===== src/rdt_pkg.sv =====
package rdt_pkg;

    // ************************************************************
    // register map (byte addresses)
    // ************************************************************
    localparam logic [7:0] RDT_OFS_CLOCK = 8'h00;
    localparam logic [7:0] RDT_OFS_MODE = 8'h04;
    localparam logic [7:0] RDT_OFS_CTRL = 8'h08;
    localparam logic [7:0] RDT_OFS_RELOAD = 8'h0C;
    localparam logic [7:0] RDT_OFS_COUNT = 8'h10;
    localparam logic [7:0] RDT_OFS_FLAG = 8'h14;
    localparam logic [7:0] RDT_OFS_IRQEN = 8'h18;

    // ************************************************************
    // field positions and reset values
    // ************************************************************
    localparam int RDT_BIT_DEBUG_RUN_ENABLE = 8;
    localparam int RDT_DIV_LO = 4;
    localparam int RDT_BIT_RUN = 8;
    localparam int RDT_BIT_LOAD = 1;
    localparam int RDT_BIT_EN = 0;
    localparam int RDT_BIT_ONESHOT = 0;
    localparam int RDT_BIT_UF = 0;
    localparam int RDT_BIT_UNDERFLOW_IRQ_ENABLE = 0;
    localparam logic [15:0] RDT_RELOAD_RST = 16'hFFFF;
    localparam logic [15:0] RDT_COUNT_RST = 16'hFFFF;
    localparam logic [15:0] RDT_COUNT_ZERO = 16'h0000;
    localparam logic [15:0] RDT_ONE = 16'h0001;
    localparam logic [3:0] RDT_DIV_LS_MAX = 4'h8;
    localparam logic [14:0] RDT_PRE_ONE = 15'h0001;

    // ************************************************************
    // clock sources
    // ************************************************************
    localparam logic [1:0] RDT_SRC_INT = 2'h0;
    localparam logic [1:0] RDT_SRC_LOW = 2'h1;
    localparam logic [1:0] RDT_SRC_HIGH = 2'h2;
    localparam logic [1:0] RDT_SRC_EXT = 2'h3;

    // ************************************************************
    // carriers
    // ************************************************************
    typedef struct packed {
        logic debug_run_enable;
        logic [3:0] clock_divider_select;
        logic [1:0] clock_source_select;
    } rdt_clk_cfg_t;

    typedef struct packed {
        logic internal_osc;
        logic low_speed_osc;
        logic high_speed_osc;
        logic external_clock_in;
        logic event_input_pin;
    } rdt_src_t;

endpackage


===== src/rdt_tick_gen.sv =====
`timescale 1ns/100ps
module rdt_tick_gen
    import rdt_pkg::*;
#(
    parameter bit EVENT_CHANNEL = 1'b0
)
(
    input wire logic clk,
    input wire logic srst,
    input wire rdt_clk_cfg_t cfg,
    input wire rdt_src_t src,
    input wire logic debug_mode,
    input wire logic enable,
    output logic tick
);

    // ************************************************************
    // state
    // ************************************************************
    typedef struct packed {
        rdt_src_t sync1;
        rdt_src_t sync2;
        rdt_src_t prev;
        logic [14:0] prescale;
    } rdt_tick_state_t;

    rdt_tick_state_t state_reg;
    rdt_tick_state_t state_next;
    logic [4:0] edges;
    logic src_edge;
    logic gate;
    logic [14:0] div_mask;

    // rising edges of each synchronised source
    assign edges = state_reg.sync2 & ~state_reg.prev;

    // pick the source edge; undivided external or event input
    always_comb
    begin
        case (cfg.clock_source_select)
            RDT_SRC_INT: src_edge = edges[4];
            RDT_SRC_LOW: src_edge = edges[3];
            RDT_SRC_HIGH: src_edge = edges[2];
            RDT_SRC_EXT: src_edge = EVENT_CHANNEL ? edges[0] : edges[1];
            default: src_edge = 1'b0;
        endcase
    end

    // clock withheld in debug unless debug run set, or channel disabled
    assign gate = enable && (!debug_mode || cfg.debug_run_enable);

    // divide ratio 2^div as a mask on the prescaler
    assign div_mask = (cfg.clock_source_select == RDT_SRC_EXT) ? 15'h0000
        : 15'((RDT_PRE_ONE << cfg.clock_divider_select) - RDT_PRE_ONE);

    // prescaler and synchronisers
    always_comb
    begin
        state_next = state_reg;
        state_next.sync1 = src;
        state_next.sync2 = state_reg.sync1;
        state_next.prev = state_reg.sync2;
        tick = 1'b0;
        if (gate && src_edge)
        begin
            if ((state_reg.prescale & div_mask) == div_mask)
            begin
                tick = 1'b1;
                state_next.prescale = 15'h0000;
            end
            else
            begin
                state_next.prescale = 15'(state_reg.prescale + RDT_PRE_ONE);
            end
        end
    end

    // register
    always_ff @(posedge clk)
    begin
        if (srst)
            state_reg <= '0;
        else
            state_reg <= state_next;
    end

endmodule


===== src/rdt_timer.sv =====
// Chosen here: the placing of the registers and the AHB-Lite interface to the registers.
`timescale 1ns/100ps
// Overview of operation
// - debug run bit keeps clock in debug
// - divider field selects power-of-two division
// - source field picks counting clock
// - unimplemented source codes are refused
// - code three uses event or external input
// - mode bit selects one-shot or repeat
// - run bit starts, stops, reads running
// - one-shot underflow clears run bit
// - load bit presets counter, self-clears
// - enable bit gates channel clock
// - reload resets all ones, loaded on underflow
// - count register reads live counter
// - underflow flag sets, write one clears
// - interrupt enable bit gates interrupts
// - repeat mode reloads and keeps counting
// - period is reload plus one ticks
// - request while flag and enable set
// - event channel counts event rising edges
module rdt_timer
    import rdt_pkg::*;
#(
    parameter bit EVENT_CHANNEL = 1'b0,
    parameter logic [3:0] SRC_PRESENT = 4'hF
)
(
    input wire logic CLK,
    input wire logic SRST,
    input wire logic HSEL,
    input wire logic [31:0] HADDR,
    input wire logic [1:0] HTRANS,
    input wire logic HWRITE,
    input wire logic [2:0] HSIZE,
    input wire logic [31:0] HWDATA,
    input wire logic HREADY,
    output logic [31:0] HRDATA,
    output logic HREADYOUT,
    output logic HRESP,
    input wire logic INTERNAL_OSC,
    input wire logic LOW_SPEED_OSC,
    input wire logic HIGH_SPEED_OSC,
    input wire logic EXTERNAL_CLOCK_IN,
    input wire logic EVENT_INPUT_PIN,
    input wire logic DEBUG_MODE,
    output logic UNDERFLOW_IRQ,
    output logic UNDERFLOW_PULSE
);

    // ************************************************************
    // state
    // ************************************************************
    typedef struct packed {
        logic wr_pend;
        logic [7:0] wr_addr;
        logic [31:0] rdata;
        rdt_clk_cfg_t clk_cfg;
        logic one_shot_select;
        logic run_bit;
        logic load_bit;
        logic channel_enable;
        logic [15:0] reload_field;
        logic [15:0] count_field;
        logic underflow_flag;
        logic underflow_irq_enable;
        logic uf_pulse;
        logic debug_s1;
        logic debug_s2;
    } rdt_state_t;

    rdt_state_t state_reg;
    rdt_state_t state_next;
    logic tick;
    logic take;
    logic underflow;
    logic [15:0] wdata;
    rdt_src_t src;

    assign src = '{internal_osc: INTERNAL_OSC, low_speed_osc: LOW_SPEED_OSC,
        high_speed_osc: HIGH_SPEED_OSC, external_clock_in: EXTERNAL_CLOCK_IN,
        event_input_pin: EVENT_INPUT_PIN};

    // ************************************************************
    // counter clock
    // ************************************************************
    rdt_tick_gen #(
        .EVENT_CHANNEL(EVENT_CHANNEL)
    ) u_tick (
        .clk(CLK),
        .srst(SRST),
        .cfg(state_reg.clk_cfg),
        .src(src),
        .debug_mode(state_reg.debug_s2),
        .enable(state_reg.channel_enable),
        .tick(tick)
    );

    // ************************************************************
    // bus slave: zero wait states, always okay
    // ************************************************************
    assign take = HSEL && HREADY && HTRANS[1];
    assign HREADYOUT = 1'b1;
    assign HRESP = 1'b0;
    assign HRDATA = state_reg.rdata;
    assign wdata = HWDATA[15:0];
    assign UNDERFLOW_IRQ = state_reg.underflow_flag && state_reg.underflow_irq_enable;
    assign UNDERFLOW_PULSE = state_reg.uf_pulse;

    // underflow is the step taken from zero while running
    assign underflow = state_reg.run_bit && tick
        && state_reg.count_field == RDT_COUNT_ZERO;

    // next-state logic
    always_comb
    begin
        state_next = state_reg;
        state_next.debug_s1 = DEBUG_MODE;
        state_next.debug_s2 = state_reg.debug_s1;
        state_next.uf_pulse = underflow;
        state_next.load_bit = 1'b0;

        // counting
        if (state_reg.run_bit && tick)
        begin
            if (underflow)
            begin
                state_next.count_field = state_reg.reload_field;
                if (state_reg.one_shot_select)
                    state_next.run_bit = 1'b0;
            end
            else
            begin
                state_next.count_field = 16'(state_reg.count_field - RDT_ONE);
            end
        end

        // latch a preset that was requested last cycle
        if (state_reg.load_bit)
            state_next.count_field = state_reg.reload_field;

        // write data phase
        if (state_reg.wr_pend)
        begin
            case (state_reg.wr_addr)
                RDT_OFS_CLOCK:
                begin
                    state_next.clk_cfg.debug_run_enable = wdata[RDT_BIT_DEBUG_RUN_ENABLE];
                    state_next.clk_cfg.clock_divider_select =
                        (wdata[1:0] == RDT_SRC_LOW && wdata[RDT_DIV_LO +: 4] > RDT_DIV_LS_MAX)
                        ? RDT_DIV_LS_MAX : wdata[RDT_DIV_LO +: 4];
                    if (SRC_PRESENT[wdata[1:0]])
                        state_next.clk_cfg.clock_source_select = wdata[1:0];
                end
                RDT_OFS_MODE:
                    state_next.one_shot_select = wdata[RDT_BIT_ONESHOT];
                RDT_OFS_CTRL:
                begin
                    state_next.channel_enable = wdata[RDT_BIT_EN];
                    if (wdata[RDT_BIT_EN])
                    begin
                        state_next.run_bit = wdata[RDT_BIT_RUN];
                        if (wdata[RDT_BIT_LOAD])
                            state_next.load_bit = 1'b1;
                    end
                    else
                    begin
                        state_next.run_bit = 1'b0;
                    end
                end
                RDT_OFS_RELOAD:
                    state_next.reload_field = wdata;
                RDT_OFS_IRQEN:
                    state_next.underflow_irq_enable = wdata[RDT_BIT_UNDERFLOW_IRQ_ENABLE];
                default:
                    state_next.wr_pend = 1'b0;
            endcase
        end

        // flag: write one clears, a new underflow wins
        if (state_reg.wr_pend && state_reg.wr_addr == RDT_OFS_FLAG && wdata[RDT_BIT_UF])
            state_next.underflow_flag = 1'b0;
        if (underflow)
            state_next.underflow_flag = 1'b1;

        // address phase
        state_next.wr_pend = take && HWRITE;
        state_next.wr_addr = HADDR[7:0];
        state_next.rdata = 32'h00000000;
        if (take && !HWRITE)
        begin
            case (HADDR[7:0])
                RDT_OFS_CLOCK:
                    state_next.rdata = {23'h000000, state_reg.clk_cfg.debug_run_enable,
                        state_reg.clk_cfg.clock_divider_select, 2'h0,
                        state_reg.clk_cfg.clock_source_select};
                RDT_OFS_MODE:
                    state_next.rdata = {31'h00000000, state_reg.one_shot_select};
                RDT_OFS_CTRL:
                    state_next.rdata = {23'h000000, state_reg.run_bit, 6'h00,
                        state_reg.load_bit, state_reg.channel_enable};
                RDT_OFS_RELOAD:
                    state_next.rdata = {16'h0000, state_reg.reload_field};
                RDT_OFS_COUNT:
                    state_next.rdata = {16'h0000, state_reg.count_field};
                RDT_OFS_FLAG:
                    state_next.rdata = {31'h00000000, state_reg.underflow_flag};
                RDT_OFS_IRQEN:
                    state_next.rdata = {31'h00000000, state_reg.underflow_irq_enable};
                default:
                    state_next.rdata = 32'h00000000;
            endcase
        end
    end

    // register
    always_ff @(posedge CLK)
    begin
        if (SRST)
        begin
            state_reg <= '0;
            state_reg.reload_field <= RDT_RELOAD_RST;
            state_reg.count_field <= RDT_COUNT_RST;
        end
        else
        begin
            state_reg <= state_next;
        end
    end

endmodule


===== config.mk =====
export PLATFORM = sky130hd
export DESIGN_NAME = rdt_timer
export DESIGN_NICKNAME = d
export VERILOG_FILES = /design/src/rdt_pkg.sv /design/src/rdt_tick_gen.sv /design/src/rdt_timer.sv
export SDC_FILE = /design/constraint.sdc
export NUM_CORES = 1
export LEC_CHECK = 0
export BUFFER_PORTS_ARGS = -buffer_cell sky130_fd_sc_hd__buf_4
export CORE_MARGIN = 8
export CORE_UTILIZATION = 30
export CTS_CLUSTER_DIAMETER = 30
export DETAILED_ROUTE_END_ITERATION = 12
export GPL_TIMING_DRIVEN = 0
export PLACE_DENSITY_LB_ADDON = 0.25
export REMOVE_ABC_BUFFERS = 1
export SYNTH_ARGS = -nofsm -noshare
export SYNTH_HDL_FRONTEND = slang
export SYNTH_SLANG_ARGS = --single-unit

===== constraint.sdc =====
create_clock -name CLK -period 5.5 [get_ports CLK]
set_input_delay 0.825 -clock CLK [delete_from_list [all_inputs] [get_ports CLK]]
set_output_delay 0.825 -clock CLK [all_outputs]
set_load 0.03 [all_outputs]

Word level (Yosys, flattened, before mapping)
Cells that the tools add are included.

Bitwise logic cells: 7. Muxes and demuxes: 23. Order comparisons: 2. Reductions and logical operators: 29. Shifts and indexed selects: 1. Equal/unequal tests: 16. Add/subtract/negate cells: 3.

Operator list (number): $pmux 16 s7 (1); $mux 16 (4); $eq 8x5->1 const B (5); $eq 8x4->1 const B (4); $mux 15 (2); $mux 19 (1); $eq 8x3->1 const B (2); $logic_not 16->1 (1); $logic_not 8->1 (2); $sub 16x1->16 const B (1); $add 15x1->15 const B (1); $and 15x15->15 (1); $eq 15x15->1 (1); $shl 1x4->15 const A (1); $sub 15x1->15 const B (1); $logic_and 1x1->1 (12); $mux 1 (11); $reduce_and 2->1 (5); $and 5x5->5 (1); $not 5->5 (1); $eq 2x1->1 const B (2); $eq 2x2->1 const B (2); $gt 4x4->1 const B (1); $mux 4 (1); other kinds (12) (17).

Register bits: 119. Word-level logic and storage cells: 114. Output and inout port bits: 36. Input port bits: 80.

Longest topological paths before layout
Depth after elaboration: 13. Gate-level depth with buffers: 14. Depth with buffers taken out: 10.

By module
A second synthesis with hierarchy kept.

Cells, all modules: 577. Area total of the unflattened synthesis: 4909.7 um^2.

By module, submodules not included: rdt_timer (times used 1, seq. area each 1461.4 um^2, area each 3543.4 um^2, cells each 423); rdt_tick_gen (times used 1, seq. area each 540.5 um^2, area each 1366.3 um^2, cells each 154).

Worst setup path after synthesis
Ideal clock, no wire load.

Kind: register to register. From: reg state_reg[43] in the netlist's numbering. To: reg state_reg[17] in the netlist's numbering. Data arrival time: 3.020 ns. Required time: 5.378 ns. Period minus slack after synthesis: 3.142 ns. Setup slack: 2.358 ns. Cell stages (with the launch flop): 12. Buffers on the path: 2. Path through: dfxtp_1 or4_1 ha_1 buf_2 or4_1 a211o_1 o2111ai_1 nor4_4 a22o_1 buf_4 a2111o_1 o311a_1.

Longest elaborated chain between the ends: 12. Elaborated cells between the ends (all ways): 13. Classes of those cells: add/sub (1); eq/ne (1); shift (1); mux (6); bitwise (1); reduce/logical (3).

RTL lines: start, declared (RTL line rdt_timer.sv:72) `rdt_state_t state_reg;`; start signal, assigned (RTL line rdt_timer.sv:227) `state_reg <= state_next;`; $shl 1x4->15 * (RTL line rdt_tick_gen.sv:54) `: 15'((RDT_PRE_ONE << cfg.clock_divider_select) - RDT_PRE_ONE);`; $sub 15x1->15 * (RTL line rdt_tick_gen.sv:54); $mux 15 * (RTL line rdt_tick_gen.sv:53) `assign div_mask = (cfg.clock_source_select == RDT_SRC_EXT) ? 15'h0000`; $and 15x15->15 (RTL line rdt_tick_gen.sv:66) `if ((state_reg.prescale & div_mask) == div_mask)`; $eq 15x15->1 * (RTL line rdt_tick_gen.sv:66); $mux 1 * (RTL line rdt_tick_gen.sv:66); $mux 1 * (RTL line rdt_tick_gen.sv:64) `if (gate && src_edge)`; $logic_and 1x1->1 * (RTL line rdt_timer.sv:111, rdt_timer.sv:124); $logic_and 1x1->1 (RTL line rdt_timer.sv:112) `&& state_reg.count_field == RDT_COUNT_ZERO;`; $mux 16 (RTL line rdt_timer.sv:126) `if (underflow)`; $mux 16 (RTL line rdt_timer.sv:124) `if (state_reg.run_bit && tick)`; $mux 16 (RTL line rdt_timer.sv:139) `if (state_reg.load_bit)`.

Mark *: on every way between the ends. The rest lies on a longest branch, timed or not. The select of a mux whose other input is x is not followed. A chain may end at the register's enable or synchronous reset.

Final worst setup path
From: reg state_reg[43] in the netlist's numbering. To: reg state_reg[20] in the netlist's numbering.

Same word-level chain as after synthesis.

==> impl_summary.txt <==
----------------------------------------------------
[Setup path]
  Kind of launch point of the worst setup path ... flip-flop
  Capturing instance or port of the critical path ... state_reg[20]
  CP max FO ... 22
  Worst reg2reg setup slack ... between 1 and 1.5 ns
  Classification of the worst setup path ... flip-flop to flip-flop
  Worst flop-to-flop path startpoint ... state_reg[43]
  Critical path data required time ... approximately 5.7 ns
  Endpoint class of the critical path ... flip-flop
  Startpoint of the most critical setup path ... state_reg[43]
  Depth of the worst register-to-register path ... 9
  FF-to-FF End ... state_reg[20]
  Arrival time at the worst endpoint ... ~4.5 ns

[Cells and area]
  Number of flip-flops under the largest register name ... 55
  Antenna Cells ... 0
  Most common library cell in the layout ignoring fill and taps ... dfxtp_1
  Most used cells in the layout excluding fill and tap cells ... dfxtp_1 (100), nor2_1 (61), buf_4 (52), nor2b_1 (40), nand2_1 (33)
  Area Growth Syn to Fin ... 13.1%
  Number of nets in the final layout ... about 670
  Fillers ... roughly 1.7k
  Fraction of layout instances using a drive strength above 1 ... between 10% and 20%

[Global route]
  Antenna violations before repair ... 0
  First-pass GRT wire length ... ~21,000 µm
  Total congestion overflow after global routing ... 0
  Largest net degree at the start of global routing ... just under 70
  Overall Global Routing Usage ... between 10% and 20%
  Via count of the first global-routing pass ... roughly 4k

[Pwr]
  Worst vdd ir ... between 150 and 200 µV
  Standby leakage power ... 2.00 nW
  PwrDens ... around 270 nW/µm²

[Synthesis]
  Number of instances in the synthesized netlist ... approximately 580
  Netlist cell types ... approximately 70
  Area fraction in compound gates after synthesis ... 20.0%
  Total standard cell area after synthesis ... 5000 µm²
  Sequential share of the synthesized area ... between 40% and 50%
  Ys async rst share ... 0%
  Register bit count reported by yosys ... 100
  Largest family of logic cells by synthesized area ... simple AND/OR/NAND/NOR gates
  Synthesized area per cell ... 8.68 µm²
  Multiplexer share of the synthesized area ... under 10%
  Dominant register cell in the synthesized netlist ... dfxtp_1
  Post-synthesis share of cell area spent on and, or, nand and nor gates ... around a quarter
  Yosys warning total ... 0
  Adder-cell share of the synthesized area ... less than 1%
  Post-synthesis xor/xnor area fraction ... 2.80%
  Number of synthesized flops with an enable pin ... 0

[Floorplan]
  Overall die area ... 21,100 µm²
  Starting Density ... a little under a third
  Cell Rows ... 47
  Count of boundary I/O pins ... 116
  Overall die height ... about 150 µm
  Overall die width ... roughly 150 µm
  Core box area ... between 15,000 and 20,000 µm²

[Timing]
  Final Skew ... about 0.013 ns
  Final Hold Violating Endpoints ... 0
  Final clock period utilization by the worst path ... between 70% and 80%
  Worst-Margin Slew ... ~1.2 ns
  Min setup slack post-route ... ~1.2 ns
  Fmax ... 0.233 GHz
  Worst slew slack as a fraction of its limit ... ~23%
  Count of endpoints failing setup in the final report ... 0
  Shortest period the worst path allows ... 4.30 ns
  Unrepaired setup endpoints after global routing ... no
  Number of pins with negative max-slew slack in the final report ... 0
  Total negative slack ... 0 ns

[Clock tree]
  Count of instances resized after the clock tree is built ... 0
  Post CTS Setup Buffer Count ... 0
  Hold bufs inserted after CTS ... 0
  Number of buffers on the longest clock path ... 2
  Clock transition at the register clock pins on the worst setup and hold paths after CTS ... approximately 0.07 ns
  Num CTS Buffers ... 9
  Total clock sinks ... 100
  Source-to-sink clock delay at the later pin of the worst-skew pair ... 0.36 ns
  Level count of the clock H-tree ... 3
  Buffer type at the clock tree root ... clkbuf_16
  Clock tree from TritonCTS ... built

[Drt]
  Wire length on met3 ... approximately 800 µm
  Via-to-Cell Ratio ... around 5.1
  Drt wl/cell ... 15.9 µm
  Vias post-DR ... 4,140
  Post-detailed-route count of antenna-violating nets ... 0
  Pre-antenna DRT Iters ... 7
  Number of DRC violations after detailed routing ... 0
  Sum of met2 wire segment lengths after detailed routing ... 6020 µm
  DRT iter0 DRCs ... 395
  Highest signal layer in the routed design ... met4
  Sum of routed wire length over all layers ... 12,900 µm
  Length of routed wiring on met1 ... 5900 µm

[Worst hold path]
  Type of the most critical hold path ... flip-flop to flip-flop

[Flow run]
  # Max-Cap Violations ... 0

[Placed design]
  Worst slack after detailed placement ... about 1.2 ns
  Number of buffers added on ports ... 52
  Last weighted congestion value of the routability-driven placer ... ~0.81
  Half-perimeter wire length after detailed placement ... between 9000 and 10,000 µm

[Status]
  Outcome ... finished, final reports clean

----------------------------------------------------
cells by family after synthesis:
kind of cell	Yosys count
AOI/OAI and AO/OA	128
adders and majority gates	3
other	2
muxes	7
DFF	100
and+or+nand+nor	236
buffers and inverters	84
xor gates and xnor gates	16
power by group:
part           leakage, nW  switching, mW  internal [mW]
Combinational         1.03         0.0574         0.0371
Clock                0.156          0.297          0.374
Sequential           0.813         0.0195          0.740
Total                 2.00          0.373           1.15
layout make-up:
cell class / count / area [µm²] / area share, %
Timing Repair Buffer: 53 / 405 / 7.17
Tap cell: 220 / 275 / 4.87
Sequential cell: 100 / 2000 / 35.4
Multi-Input combinational cell: 408 / 2600 / 46.1
Clock buffer: 10 / 239 / 4.23
Inverter: 14 / 52.6 / 0.929
Clock inverter: 6 / 76.3 / 1.35
routing by layer:
metal	vias up	global-route usage, %
met4	0	3.23
met3	14	4.14
met5	-	0
met2	127	19.4
li1	2048	-
met1	1951	15.0
worst max-delay path, cell delays in order (launching register included):
cell       delay, ns
dfxtp_1         0.50
or4_1           0.63
ha_1            0.44
nand3b_1        0.17
a221o_1         0.17
o2111ai_1       0.17
nor4_4          0.41
a22o_1          0.78
o2bb2ai_1       0.60
a221oi_1        0.23
cells in the mapped netlist, types with 3 or more instances:
master / instances / area [µm²]
or2_2: 3 / 18.8
clkbuf_1: 23 / 86.3
or4_1: 5 / 37.5
o21ai_0: 6 / 30.0
o32ai_1: 4 / 35.0
or3_1: 3 / 18.8
buf_1: 3 / 11.3
nor3b_1: 8 / 60.1
a311oi_1: 5 / 43.8
buf_4: 35 / 263
mux2_2: 3 / 33.8
nor2b_1: 40 / 250
a211o_1: 18 / 158
a211oi_1: 9 / 67.6
o2111ai_1: 3 / 26.3
nor2_1: 62 / 233
and3_1: 3 / 18.8
nand2_1: 33 / 124
nor3_1: 15 / 75.1
nand3b_1: 4 / 30.0
ha_1: 3 / 37.5
inv_1: 13 / 48.8
a21oi_1: 21 / 105
a22oi_1: 14 / 105
mux2i_1: 4 / 40.0
and2_1: 3 / 18.8
nand3_1: 21 / 105
xor2_1: 10 / 87.6
xnor2_1: 6 / 52.6
nand4_1: 6 / 37.5
a31oi_1: 3 / 18.8
dfxtp_1: 100 / 2000
buf_2: 9 / 45.0
nand2b_1: 9 / 56.3
a22o_1: 3 / 26.3
o31ai_1: 10 / 75.1
o311a_1: 3 / 30.0
nor4_1: 5 / 31.3
a221oi_1: 7 / 61.3
per-stage QoR:
| step | power, mW | utilization, % | cell area (µm²) | hold slack [ns] | std cells |
|---|---|---|---|---|---|
| 2_1_floorplan | 0.824 | - | 4660 | 0.413 | 522 |
| 3_3_place_gp | 0.869 | 32.3 | 5320 | 0.422 | 794 |
| 3_5_place_dp | 0.871 | 32.4 | 5340 | 0.425 | 795 |
| 4_1_cts | 1.54 | 34.3 | 5650 | 0.441 | 811 |
| 5_1_grt | 1.59 | 34.3 | 5650 | 0.451 | 811 |
| 6_report | 1.52 | 34.3 | 5650 | 0.437 | 811 |
worst min-delay path by stage:
stage	from	to	slack, ns	cells after the start
after floorplan	u_tick.state_next[18]	u_tick.state_reg[18]	0.41	2
after global placement	u_tick.state_next[21]	u_tick.state_next[16]	0.42	1
after detailed placement	u_tick.state_next[21]	u_tick.state_next[16]	0.43	1
after CTS	u_tick.state_next[21]	u_tick.state_next[16]	0.44	1
after global routing	u_tick.state_next[21]	u_tick.state_next[16]	0.45	1
final	u_tick.state_next[23]	u_tick.state_next[18]	0.44	1
No activity file was read; power rests on OpenSTA's default activity.
